<file path="src/rtl/stack_extended_data_ram_pkg.sv">
package stack_extended_data_ram_pkg;
    // ==================================================
    // sfr addresses
    localparam logic [7:0] cfg_addr = 8'haf;
    localparam logic [7:0] high_ptr_addr = 8'hb7;
    localparam logic [7:0] low_ptr_addr = 8'h81;
    // ==================================================
    // field positions and reset values
    localparam int ext_stack_bit = 7;
    localparam int extended_data_ram_map_bit = 0;
    localparam logic [7:0] cfg_reset = 8'h00;
    localparam logic [7:0] low_ptr_reset = 8'h07;
    localparam logic [2:0] high_ptr_reset = 3'h0;
    // internal ram window: lowest 2 kbytes, 11 address bits
    localparam int extended_data_ram_addr_bits = 11;
    // external data space: 16 MB, 24 address bits
    localparam int ext_addr_bits = 24;
endpackage

</file>
<file path="src/rtl/stack_extended_data_ram_config_register.sv">
module stack_extended_data_ram_config_register (
    input wire logic clk_sys,
    input wire logic rst_b,
    // sfr bus from the core
    input wire logic sfr_wr,
    input wire logic sfr_rd,
    input wire logic [7:0] sfr_addr,
    input wire logic [7:0] sfr_wdata,
    output logic [7:0] sfr_rdata,
    output logic sfr_hit,
    // stack operations from the core
    input wire logic stack_push,
    input wire logic stack_pop,
    output logic [10:0] stack_addr,
    // data access from the core
    input wire logic xdata_req,
    input wire logic [23:0] xdata_addr,
    output logic xdata_int_sel,
    output logic xdata_ext_sel,
    output logic [23:0] xdata_addr_out,
    // configuration visible to the core
    output logic extended_stack_enable,
    output logic internal_extended_data_ram_map_enable
);
    // ==================================================
    // state
    // all flops of the block sit in one packed record, so the
    // next-state logic and the register stage cannot drift apart
    typedef struct packed {
        logic ext_stack;      // cfg bit 7: extended stack on
        logic extended_data_ram_map;       // cfg bit 0: internal ram mapped
        logic [7:0] low_ptr;  // stack pointer low byte
        logic [2:0] high_ptr; // stack pointer high bits
        logic [7:0] rdata;    // read data, zero when idle
        logic hit;            // readable address matched
        logic int_sel;        // access goes to internal ram
        logic ext_sel;        // access goes to external bus
        logic [23:0] xaddr;   // routed address copy
    } state_t;

    // working signals
    state_t st_ff;         // registered state
    state_t nxt_st;        // next state, built by the comb process
    logic [10:0] step_ptr; // pointer after this cycle's push or pop
    logic pop_only;        // pop that no push masks
    logic win_low;         // address in the low 2 kbyte window

    // ==================================================
    // decode helpers
    // address compare, shared by the read and the write decode
    function automatic logic addr_is(input logic [7:0] a,
                                     input logic [7:0] r);
        addr_is = (a == r);
    endfunction

    // read image of the config register
    // unimplemented positions always read back as zero
    function automatic logic [7:0] cfg_image(input logic ext,
                                             input logic map);
        cfg_image = 8'h00;
        cfg_image[stack_extended_data_ram_pkg::ext_stack_bit] = ext;
        cfg_image[stack_extended_data_ram_pkg::extended_data_ram_map_bit] = map;
    endfunction

    // ==================================================
    // pointer arithmetic
    // push has priority: a pop in the same cycle is dropped
    assign pop_only = stack_pop & ~stack_push;

    // one stepper serves both modes; the mode picks the carry
    // the instance only computes, the flops stay in this module
    stack_ptr_next stack_ptr_next_inst (
        .ext_en(st_ff.ext_stack),
        .inc(stack_push),
        .dec(pop_only),
        .ptr_cur({st_ff.high_ptr, st_ff.low_ptr}),
        .ptr_next(step_ptr)
    );

    // ==================================================
    // data window decode
    // the window is the lowest 2 kbytes, so it is enough that all
    // address bits above the window are zero
    // the map enable is applied in the routing, not here
    assign win_low = (xdata_addr[stack_extended_data_ram_pkg::ext_addr_bits - 1:
                                 stack_extended_data_ram_pkg::extended_data_ram_addr_bits] == '0);

    // ==================================================
    // next state
    // one process builds the whole next record; the copy at the top
    // gives every field a value on every path
    always_comb begin
        nxt_st = st_ff;
        // read answer and hit stand for one cycle only
        nxt_st.hit = 1'h0;
        nxt_st.rdata = 8'h00;

        // stack step; pre-increment means push address is new value
        // pre-increment push
        nxt_st.low_ptr = step_ptr[7:0];
        nxt_st.high_ptr = step_ptr[10:8];

        // sfr writes win over a stack step in the same cycle, so a
        // pointer reload by software is never lost
        if (sfr_wr) begin
            if (addr_is(sfr_addr, stack_extended_data_ram_pkg::cfg_addr)) begin
                nxt_st.ext_stack =
                    sfr_wdata[stack_extended_data_ram_pkg::ext_stack_bit];
                nxt_st.extended_data_ram_map =
                    sfr_wdata[stack_extended_data_ram_pkg::extended_data_ram_map_bit];
            end
            // low byte is writable in both modes
            if (addr_is(sfr_addr, stack_extended_data_ram_pkg::low_ptr_addr)) begin
                nxt_st.low_ptr = sfr_wdata;
            end
            if (addr_is(sfr_addr, stack_extended_data_ram_pkg::high_ptr_addr)
                && st_ff.ext_stack) begin
                // only the three low bits exist
                nxt_st.high_ptr = sfr_wdata[2:0];
            end
        end

        // high byte held zero
        // clearing the enable also clears the high bits, so a later
        // re-enable starts from page zero, not from a stale page
        if (!nxt_st.ext_stack) begin
            nxt_st.high_ptr = 3'h0;
        end

        // reads see the registered values, not this cycle's write
        if (sfr_rd) begin
            if (addr_is(sfr_addr, stack_extended_data_ram_pkg::cfg_addr)) begin
                nxt_st.hit = 1'h1;
                nxt_st.rdata = cfg_image(st_ff.ext_stack, st_ff.extended_data_ram_map);
            end
            // low byte readable in both modes
            if (addr_is(sfr_addr, stack_extended_data_ram_pkg::low_ptr_addr)) begin
                nxt_st.hit = 1'h1;
                nxt_st.rdata = st_ff.low_ptr;
            end
            // read gated
            // a locked high byte answers like an unmapped address
            if (addr_is(sfr_addr, stack_extended_data_ram_pkg::high_ptr_addr)
                && st_ff.ext_stack) begin
                nxt_st.hit = 1'h1;
                nxt_st.rdata = {5'h00, st_ff.high_ptr};
            end
        end

        // data routing, registered one cycle
        // the address copy follows the bus every cycle; the selects
        // pulse only for a request, so they never both stand
        nxt_st.int_sel = 1'h0;
        nxt_st.ext_sel = 1'h0;
        nxt_st.xaddr = xdata_addr;
        if (xdata_req) begin
            if (st_ff.extended_data_ram_map && win_low) begin
                nxt_st.int_sel = 1'h1;
            end else begin
                nxt_st.ext_sel = 1'h1;
            end
        end
    end

    // ==================================================
    // registers
    // synchronous reset; the config and pointer reset values are package constants, the rest load zero
    always_ff @(posedge clk_sys) begin
        if (!rst_b) begin
            st_ff.ext_stack <=
                stack_extended_data_ram_pkg::cfg_reset[stack_extended_data_ram_pkg::ext_stack_bit];
            st_ff.extended_data_ram_map <=
                stack_extended_data_ram_pkg::cfg_reset[stack_extended_data_ram_pkg::extended_data_ram_map_bit];
            st_ff.low_ptr <= stack_extended_data_ram_pkg::low_ptr_reset;
            st_ff.high_ptr <= stack_extended_data_ram_pkg::high_ptr_reset;
            // nothing is answered or routed while reset is held
            st_ff.rdata <= 8'h00;
            st_ff.hit <= 1'h0;
            st_ff.int_sel <= 1'h0;
            st_ff.ext_sel <= 1'h0;
            st_ff.xaddr <= 24'h000000;
        end else begin
            // the whole record moves at once
            st_ff <= nxt_st;
        end
    end

    // ==================================================
    // outputs, all straight from flops
    // no logic after the flops, so the core sees clean timing
    // sfr side
    assign sfr_rdata = st_ff.rdata;
    assign sfr_hit = st_ff.hit;
    // stack side
    assign stack_addr = {st_ff.high_ptr, st_ff.low_ptr};
    // data side
    assign xdata_int_sel = st_ff.int_sel;
    assign xdata_ext_sel = st_ff.ext_sel;
    assign xdata_addr_out = st_ff.xaddr;
    // config bits
    assign extended_stack_enable = st_ff.ext_stack;
    assign internal_extended_data_ram_map_enable = st_ff.extended_data_ram_map;
endmodule

</file>
<file path="src/rtl/stack_ptr_next.sv">
// ==================================================
// next stack pointer for push/call (inc) and pop/ret (dec)
module stack_ptr_next (
    input wire logic ext_en,
    input wire logic inc,
    input wire logic dec,
    input wire logic [10:0] ptr_cur,
    output logic [10:0] ptr_next
);
    // carry into high bits only in extended mode
    always_comb begin
        ptr_next = ptr_cur;
        if (ext_en) begin
            if (inc)
                ptr_next = ptr_cur + 11'h001;
            else if (dec)
                ptr_next = ptr_cur - 11'h001;
        end else begin
            if (inc)
                ptr_next = {3'h0, ptr_cur[7:0] + 8'h01};
            else if (dec)
                ptr_next = {3'h0, ptr_cur[7:0] - 8'h01};
        end
    end
endmodule

</file>
<file path="config.mk">
export PLATFORM = sky130hd
export DESIGN_NAME = stack_extended_data_ram_config_register
export DESIGN_NICKNAME = d
export VERILOG_FILES = /design/src/rtl/stack_extended_data_ram_pkg.sv /design/src/rtl/stack_extended_data_ram_config_register.sv /design/src/rtl/stack_ptr_next.sv
export SDC_FILE = /design/constraint.sdc
export NUM_CORES = 1
export LEC_CHECK = 0
export ABC_AREA = 1
export BUFFER_PORTS_ARGS = -buffer_cell sky130_fd_sc_hd__buf_2
export CAP_MARGIN = 40
export CORE_UTILIZATION = 50
export DETAILED_ROUTE_END_ITERATION = 8
export GPL_TIMING_DRIVEN = 0
export MAX_ROUTING_LAYER = met4
export PLACE_DENSITY_LB_ADDON = 0.08
export SYNTH_ARGS = -nofsm -noshare
export SYNTH_HDL_FRONTEND = slang
export SYNTH_SLANG_ARGS = --single-unit
</file>
<file path="constraint.sdc">
create_clock -name clk_sys -period 2.6 [get_ports clk_sys]
set_input_delay 0.39 -clock clk_sys [delete_from_list [all_inputs] [get_ports clk_sys]]
set_output_delay 0.39 -clock clk_sys [all_outputs]
set_load 0.02 [all_outputs]
</file>
[After elaboration in Yosys (flattened, before gate mapping)]
Index checks and enable logic that the tools add are counted.
Storage, ports and cells
  bits in registers: 48
  latch bits: 0
  bits in writable memories: 0
  memory bits (read-only): 0
  input port bits: 47
  memories kept: 0
Cells by class
  add/sub/neg operators: 4
  multipliers: 0
  div/mod/pow operators: 0
  order comparisons: 0
  equality and inequality tests: 3
  shifts and indexed selects: 0
  multiplexer cells: 14
  bitwise gates (word level): 4
  reductions and logical operators: 8
Operators by type and width (count)
  2-to-1 mux 11 bit: 5
  equality test 8 bit, second input constant: 3
  2-to-1 mux 9 bit: 2
  zero test 13 bit: 1
  2-to-1 mux 13 bit: 1
  adder 11 x 1 -> 11 bit, second input constant: 1
  subtractor 11 x 1 -> 11 bit, second input constant: 1
  adder 8 x 1 -> 8 bit, second input constant: 1
  2-to-1 mux 8 bit: 1
  AND reduction 2 bit: 4
  subtractor 8 x 1 -> 8 bit, second input constant: 1
  2-to-1 mux 4 bit: 1
  2-to-1 mux 3 bit: 1
  NOT 1 bit: 3
  OR reduction 3 bit: 1
  logical AND 1 bit: 2
  2-to-1 mux 1 bit: 2
  2-to-1 mux 2 bit: 1
  AND 1 bit: 1

[Logic depth before layout (Yosys ltp)]
Gate-level depths: netlist (run 1).
  depth after elaboration: 8
  mapped depth: 11

[Hierarchy]
From an unflattened synthesis (run 1), not the netlist that was laid out.
Unflattened totals
  cell total of the unflattened synthesis: 329
  area, all modules: 2263.4 sq um
By module, submodules not included
  stack_extended_data_ram_config_register: instances 1, cells each 239, area each 1791.7 sq um, seq. area each 960.9 sq um
  stack_ptr_next: instances 1, cells each 90, area each 471.7 sq um, seq. area each 0.0 sq um

[Worst setup path before layout (run 1)]
Ideal clock, no wire load.
  kind: register to register
  from: register st_ff (netlist bit stack_addr[0])
  to: register st_ff (netlist bit stack_addr[4])
  setup time: 0.120 ns
  arrival time: 1.318 ns
  required time: 2.480 ns
  setup slack: 1.162 ns
  cell stages (with the launch flop): 8
  period minus slack after synthesis: 1.438 ns
  cell sequence: dfxtp_1 > inv_1 > ha_1 > nand3_2 > nor2_4 > a21oi_1 > xor2_1 > a21oi_1
On the way
  word-level cells in the longest chain between the ends: 6
  elaborated cells between the ends (all ways): 11
RTL lines
  from (decl): line stack_extended_data_ram_config_register.sv:42  | state_t st_ff;
  from (signal assigned): line stack_extended_data_ram_config_register.sv:184  | st_ff <= nxt_st;
  subtractor 11 x 1 -> 11 bit / subtractor 8 x 1 -> 8 bit (equally long branches): line stack_ptr_next.sv:17, stack_ptr_next.sv:22
  2-to-1 mux 11 bit, on equally long branches: line stack_ptr_next.sv:16, stack_ptr_next.sv:21
  2-to-1 mux 11 bit, on equally long branches: line stack_ptr_next.sv:14, stack_ptr_next.sv:19
  2-to-1 mux 11 bit (*): line stack_ptr_next.sv:13  | if (ext_en) begin
  2-to-1 mux 8 bit: line stack_extended_data_ram_config_register.sv:113  | if (addr_is(sfr_addr, stack_extended_data_ram_pkg::low_ptr_addr)) begin
  2-to-1 mux 13 bit (*): line stack_extended_data_ram_config_register.sv:105  | if (sfr_wr) begin
Mark *: on every way between the ends. The rest lies on a longest branch, timed or not.
A chain may end at the register's enable or synchronous reset.

[Final worst setup path (run 1)]
  from: register st_ff (netlist bit stack_addr[0])
  to: register st_ff (netlist bit stack_addr[10])
On the way
  word-level cells in the longest chain between the ends: 6
  elaborated cells between the ends (all ways): 7
RTL lines
  subtractor 11 x 1 -> 11 bit: line stack_ptr_next.sv:17  | ptr_next = ptr_cur - 11'h001;
  2-to-1 mux 11 bit: line stack_ptr_next.sv:16  | else if (dec)
  2-to-1 mux 11 bit (*): line stack_ptr_next.sv:14  | if (inc)
  2-to-1 mux 11 bit (*): line stack_ptr_next.sv:13
  2-to-1 mux 3 bit: line stack_extended_data_ram_config_register.sv:116  | if (addr_is(sfr_addr, stack_extended_data_ram_pkg::high_ptr_addr)
  2-to-1 mux 13 bit (*): line stack_extended_data_ram_config_register.sv:105
Marks and branches as above.

==> results.py, run 1 <==
metrics = {
    "placement": {
        "hpwl_um": 3640,
        "gp_congestion": 0.832,
        "dpl.cell_count": 421,
        "io_buffers": 94,
    },
    "synth": {
        "synth-edff-count": 0,
        "yosys.area_share.adder_pct": 1.21,
        "synth_top_family_by_area": "simple AND/OR/NAND/NOR gates",
        "synth_largest_area_cell": "dfxtp_1",
        "synth_cell_types": 29,
        "async_reset_ff_share_pct": 0,
        "synth_area_mm2": 0.00207,
        "synth.most_common_cell": "nand2_1",
        "synth_top_cell_area_share_pct": 46.3,
        "synth_area_per_cell_um2": 7.48,
        "synthTopCellsByCount": "nand2_1 (61), inv_1 (55), dfxtp_1 (48), nor2_1 (20), nand3_1 (16)",
        "synth-compound-area-share_pct": 9.17,
        "synth.yosys.seq_area_share_pct": 46.3,
        "postSynthCellCount": 277,
        "yosys-top-cells-area": "dfxtp_1 (46%), nand2_1 (11%), inv_1 (10%)",
        "synth_fp_nets": 326,
        "synth_xor_area_share_pct": 2.96,
        "synthSimpleGateAreaFrac_pct": 28.7,
        "muxShareOfSynthArea_pct": 0,
        "synth-seq-cells": 48,
        "synth_ff_type": "dfxtp_1",
        "synth_warnings": 0,
    },
    "cts": {
        "clock-root-buffer": "clkbuf_8",
        "cts_setup_buffers": 0,
        "cts_tree": "done",
        "clk-insertion-delay-late_ns": 0.30,
        "clockBufferDepth": 2,
        "cts_inserted_buffers": 5,
        "h-tree-depth": 2,
        "cts_sinks": 48,
        "cts_resized": 0,
        "ctsHoldBuffers": 0,
        "clk_pin_slew_ns": 0.09,
    },
    "global_routing": {
        "grt_pass1_vias": 1713,
        "grt_usage_pct": 22.5,
        "grt_max_degree": 16,
        "antenna_found_initial": 0,
        "grt_pass1_wl_um": 7220,
        "gr-total-overflow": 0,
    },
    "worst_setup_path": {
        "start_kind": "register",
        "worstReg2RegEnd": "stack_addr[10]",
        "critPathCapture": "stack_addr[10]",
        "reg2reg_slack_ns": 1.11,
        "timing.rr.start": "stack_addr[0]",
        "cp-end-kind": "register",
        "worstPathMaxFanout": 6,
        "critPathRequiredTime_ns": 2.85,
        "arrival_ns": 1.74,
        "rr_worst_depth": 9,
        "worst-setup-path-type": "register to register",
        "crit_path_start": "stack_addr[0]",
    },
    "final_layout": {
        "instances_no_fill": 429,
        "area_delta_synth_final_pct": 31.1,
        "fin_nets": 427,
        "drive_gt1_share_pct": 33.2,
        "n_antenna_cell": 0,
    },
    "floorplan": {
        "io_pins": 95,
        "placeableCoreArea_mm2": 0.00400,
        "die_y_um": 66.4,
        "core.rowCount": 23,
        "floorplan.initialDensity_pct": 51.8,
        "dieArea_mm2": 0.00441,
        "die_w_um": 66.4,
    },
    "route": {
        "dr.pass1.iters": 4,
        "drt-vias-per-instance": 4.68,
        "wl_um": 4520,
        "postRouteAntennaNets": 0,
        "drt_iter0_drc": 68,
        "routedWlPerCell_um": 10.5,
        "drc_errors": 0,
        "dr_total_vias": 2009,
    },
    "power": {
        "peakVddDrop_mv": 0.492,
        "leakagePower_nw": 1.54,
        "powerDensity_mw_per_mm2": 566,
    },
    "sta": {
        "worst_pin_slew_ns": 0.428,
        "clock_skew_ns": 0.00630,
        "finalCritPeriodShare_pct": 57.4,
        "min_period_ns": 1.49,
        "relSlewSlack_pct": 71.5,
        "hold_viol": 0,
        "slew_viol_final": 0,
        "fin_hold_ws_ns": 0.263,
        "setup_tns_ns": 0,
        "setup_viol": 0,
        "fmax_mhz": 670,
        "rsz0062_at_grt": "no",
    },
    "run_status": {
        "status": "finished clean",
    },
    "hold_path": {
        "hp-class": "primary input to register",
    },
    "run": {
        "max_cap_violations": 0,
    },
}
==> stage by stage <==
stage | power (W) | utilization, % | instance area [µm²] | setup slack [ns]
after floorplan | 0.000927 | - | 2070 | 1.16
after global placement | 0.00102 | 65.2 | 2610 | 1.10
after detailed placement | 0.00102 | 65.2 | 2610 | 1.07
after CTS | 0.00155 | 67.9 | 2720 | 1.09
after global routing | 0.00161 | 67.9 | 2720 | 0.962
final | 0.00154 | 67.9 | 2720 | 1.11
==> worst max-delay path: stages (launching register included) <==
cell	delay, ns
dfxtp_1	0.48
ha_1	0.20
inv_1	0.05
nor2_1	0.17
nand3_1	0.11
nand2_2	0.11
nand2_1	0.06
nand2_1	0.07
nand3_2	0.07
a21oi_2	0.12
==> layout make-up <==
class / instances / area (µm²)
sequential: 48 / 961
multi-input combinational: 166 / 872
inverter: 58 / 219
tap: 50 / 62.6
fill: 363 / 1280
timing repair buffer: 94 / 470
clock inverter: 3 / 42.5
clock buffer: 5 / 68.8
buffer: 5 / 21.3
==> power breakdown <==
part           internal [W]  total [W]  switching [W]
sequential         0.000766   0.000787      0.0000207
clock              0.000285   0.000536       0.000251
combinational     0.0000820   0.000214       0.000132
total               0.00113    0.00154       0.000404
==> routing by layer <==
metal	GRT usage (%)	share of wire [%]	vias to the layer above
met5	-	0	-
met4	8.78	1.5	0
met3	6.21	6.7	7
met2	37.6	47	69
met1	25.5	45	864
li1	-	-	1069
==> cell families after synthesis <==
family | Yosys count
xor+xnor | 7
flops | 48
buf+inv | 63
compound gates | 31
fa+ha+maj | 2
simple gates | 126
==> cells in the final DEF (no fill, tap or decap), types with 2 or more instances in the layout <==
cell type,count
a21oi_1,8
a21oi_2,2
buf_2,96
clkbuf_1,3
clkbuf_8,5
clkinv_2,2
dfxtp_1,48
ha_1,2
inv_1,55
inv_2,2
nand2_1,61
nand2_2,3
nand3_1,16
nand3_2,4
nand4_1,10
nor2_1,20
nor2_2,4
nor4_1,3
o211ai_1,3
o21ai_0,10
o21ai_2,3
o22ai_1,3
xor2_1,7
==> registers in the layout (all words and copies together) (netlist names) <==
register / count
internal_extended_data_ram_map_enable: 1
stack_addr: 11
sfr_rdata: 8
xdata_ext_sel: 1
xdata_int_sel: 1
sfr_hit: 1
xdata_addr_out: 24
extended_stack_enable: 1
==> worst min-delay path by stage <==
stage	startpoint	endpoint	slack, ns	cells past startpoint
final	xdata_addr[8]	xdata_addr_out[8]	0.26	3
after global routing	xdata_addr[0]	xdata_addr_out[0]	0.26	3
after CTS	xdata_addr[3]	xdata_addr_out[3]	0.26	3
after detailed placement	internal_extended_data_ram_map_enable	internal_extended_data_ram_map_enable	0.50	2
after global placement	internal_extended_data_ram_map_enable	internal_extended_data_ram_map_enable	0.51	2
after floorplan	xdata_addr[0]	xdata_addr_out[0]	0.49	2
Power figures use the tool's default switching activity.
==> run 2, diff against run 1 <==
Settings changed: CORE_UTILIZATION 50 to 46.
Clock period 2.6 ns to 1.4 ns, I/O delays scaled along.
==> run 2 against run 1 <==
  * Power is 91% higher
  * Clock power grew 88%
  * Wire length is 12% higher
  * Critical endpoint unchanged
  * Clock skew is 0.0010 ns higher
  * Largest power group unchanged
  * First-iteration DRC count shrank 1.5%
  * Highest routed layer unchanged
  * Core utilization fell by 3.0 points
==> results.py, run 2 (synthesis gave the netlist of run 1 again) <==
metrics = {
    "placement": {
        "gp_congestion": 0.882,
        "dpl.cell_count": 423,
        "hpwl_um": 3800,
        "dpl-instance-area_mm2": 0.00261,
        "io_buffers": 94,
    },
    "sta": {
        "finalCritPeriodShare_pct": 94.8,
        "slew_viol_final": 0,
        "rsz0062_at_grt": "yes",
        "hold_viol": 0,
        "worst_pin_slew_ns": 0.452,
        "min_period_ns": 1.33,
        "setup_viol": 0,
        "relSlewSlack_pct": 69.9,
        "fin_hold_ws_ns": 0.0816,
        "fmax_mhz": 753,
        "clock_skew_ns": 0.00731,
    },
    "power": {
        "powerDensity_mw_per_mm2": 1040,
        "leakagePower_nw": 1.56,
        "peakVddDrop_mv": 0.511,
        "power_w": 0.00294,
    },
    "worst_setup_path": {
        "worstPathMaxFanout": 6,
        "worstReg2RegEnd": "stack_addr[10]",
        "reg2reg_slack_ns": 0.07,
        "start_kind": "register",
        "critPathRequiredTime_ns": 1.65,
        "cp-end-kind": "register",
        "worst-setup-path-type": "register to register",
        "rr_worst_depth": 10,
        "arrival_ns": 1.57,
        "timing.rr.start": "stack_addr[0]",
    },
    "final_layout": {
        "utilization_pct": 65.0,
        "n_antenna_cell": 0,
        "fin_nets": 433,
        "drive_gt1_share_pct": 37.4,
        "instances_no_fill": 437,
        "area_delta_synth_final_pct": 36.5,
        "largest_reg_flops": 24,
        "layout_common_cells": "buf_2 (96), nand2_1 (59), inv_1 (53)",
        "final_cell_area_mm2": 0.00283,
        "final_common_cell": "buf_2",
    },
    "route": {
        "wl_um": 5090,
        "drt_iter0_drc": 67,
        "dr.pass1.iters": 4,
        "drc_errors": 0,
        "postRouteAntennaNets": 0,
        "drt-vias-per-instance": 4.70,
        "dr_total_vias": 2056,
        "routedWlPerCell_um": 11.6,
    },
    "cts": {
        "clk_pin_slew_ns": 0.09,
        "clockBufferDepth": 2,
        "h-tree-depth": 2,
        "cts_sinks": 48,
        "cts_tree": "done",
        "cts_inserted_buffers": 5,
        "clk-insertion-delay-late_ns": 0.30,
        "clock-root-buffer": "clkbuf_8",
    },
    "hold_path": {
        "worstHoldPathCells": 3,
        "hp-class": "primary input to register",
        "min_to": "xdata_addr_out[9]",
        "hold_start": "xdata_addr[9]",
    },
    "global_routing": {
        "grt_max_degree": 17,
        "grt_usage_pct": 22.3,
        "grt_pass1_wl_um": 8250,
        "gr-total-overflow": 0,
        "grt_pass1_vias": 1859,
        "antenna_found_initial": 0,
    },
    "floorplan": {
        "dieArea_mm2": 0.00478,
        "die_y_um": 69.1,
        "die_w_um": 69.1,
        "placeableCoreArea_mm2": 0.00435,
        "core.rowCount": 24,
        "io_pins": 95,
        "floorplan.initialDensity_pct": 47.6,
    },
    "run_status": {
        "status": "finished clean",
    },
    "run": {
        "max_cap_violations": 0,
    },
}
run 2: cell count changes in the layout (fill, tap and decap cells not counted), sizes merged:
cell	change
buf	+6
clkinv	-1
inv	+1
run 2: layout make-up:
type	instances	area, µm²
Inverter	58	224
Sequential cell	48	971
Tap cell	52	65.1
Multi-Input combinational cell	166	917
Buffer	5	21.3
Clock buffer	5	68.8
Timing Repair Buffer	100	515
Clock inverter	3	46.3
Fill cell	392	1530
run 2: how the worst max path moves through the flow:
| stage | slack, ns | end | cells after the start | start |
|---|---|---|---|---|
| 6_report | 0.07 | stack_addr[10] | 10 | stack_addr[0] |
| 5_1_grt | -0.01 | stack_addr[8] | 10 | stack_addr[0] |
| 4_1_cts | -0.007 | stack_addr[8] | 11 | stack_addr[0] |
| 3_5_place_dp | -0.03 | stack_addr[8] | 11 | stack_addr[1] |
| 3_3_place_gp | -0.03 | sfr_rdata[1] | 7 | extended_stack_enable |
| 2_1_floorplan | 0.09 | stack_addr[4] | 7 | stack_addr[0] |
run 2: timing repair:
action / in CTS / in global routing
buffers inserted: 0 / 6
endpoints found under the setup margin: 4 / 10
hold buffers: 0 / 0
resized for setup: 3 / 15
gates cloned: 0 / 0
pin swaps: 0 / 2
run 2: through the flow:
stage,worst slack [ns],setup TNS [ns]
after global routing,-0.0116,-0.0185
final,0.0725,0
after global placement,-0.0325,-0.0545
after CTS,-0.00721,-0.00721
after floorplan,0.0937,0
after detailed placement,-0.0277,-0.0624
run 2: worst max-delay path, cell delays in order (launching register included):
cell	delay, ns
dfxtp_4	0.38
inv_4	0.07
ha_4	0.14
nand3_4	0.08
nor2_4	0.14
nand2_2	0.07
nand2_4	0.08
nand2_1	0.05
nand2_1	0.08
nand3_2	0.07
a21oi_2	0.11
run 2: routing by layer:
| layer | track usage [%] | wire length (µm) | up-vias |
|---|---|---|---|
| met3 | 4.82 | 275 | 7 |
| met2 | 36.2 | 2450 | 66 |
| met1 | 27.4 | 2290 | 902 |
| met5 | - | 0 | - |
| met4 | 7.26 | 78 | 0 |
| li1 | - | - | 1081 |
run 2: power breakdown:
| group | internal (W) | total, W | switching, W |
|---|---|---|---|
| logic | 0.000187 | 0.000461 | 0.000274 |
| registers | 0.00143 | 0.00147 | 0.0000400 |
| clock network | 0.000538 | 0.00101 | 0.000476 |
| total | 0.00215 | 0.00294 | 0.000791 |
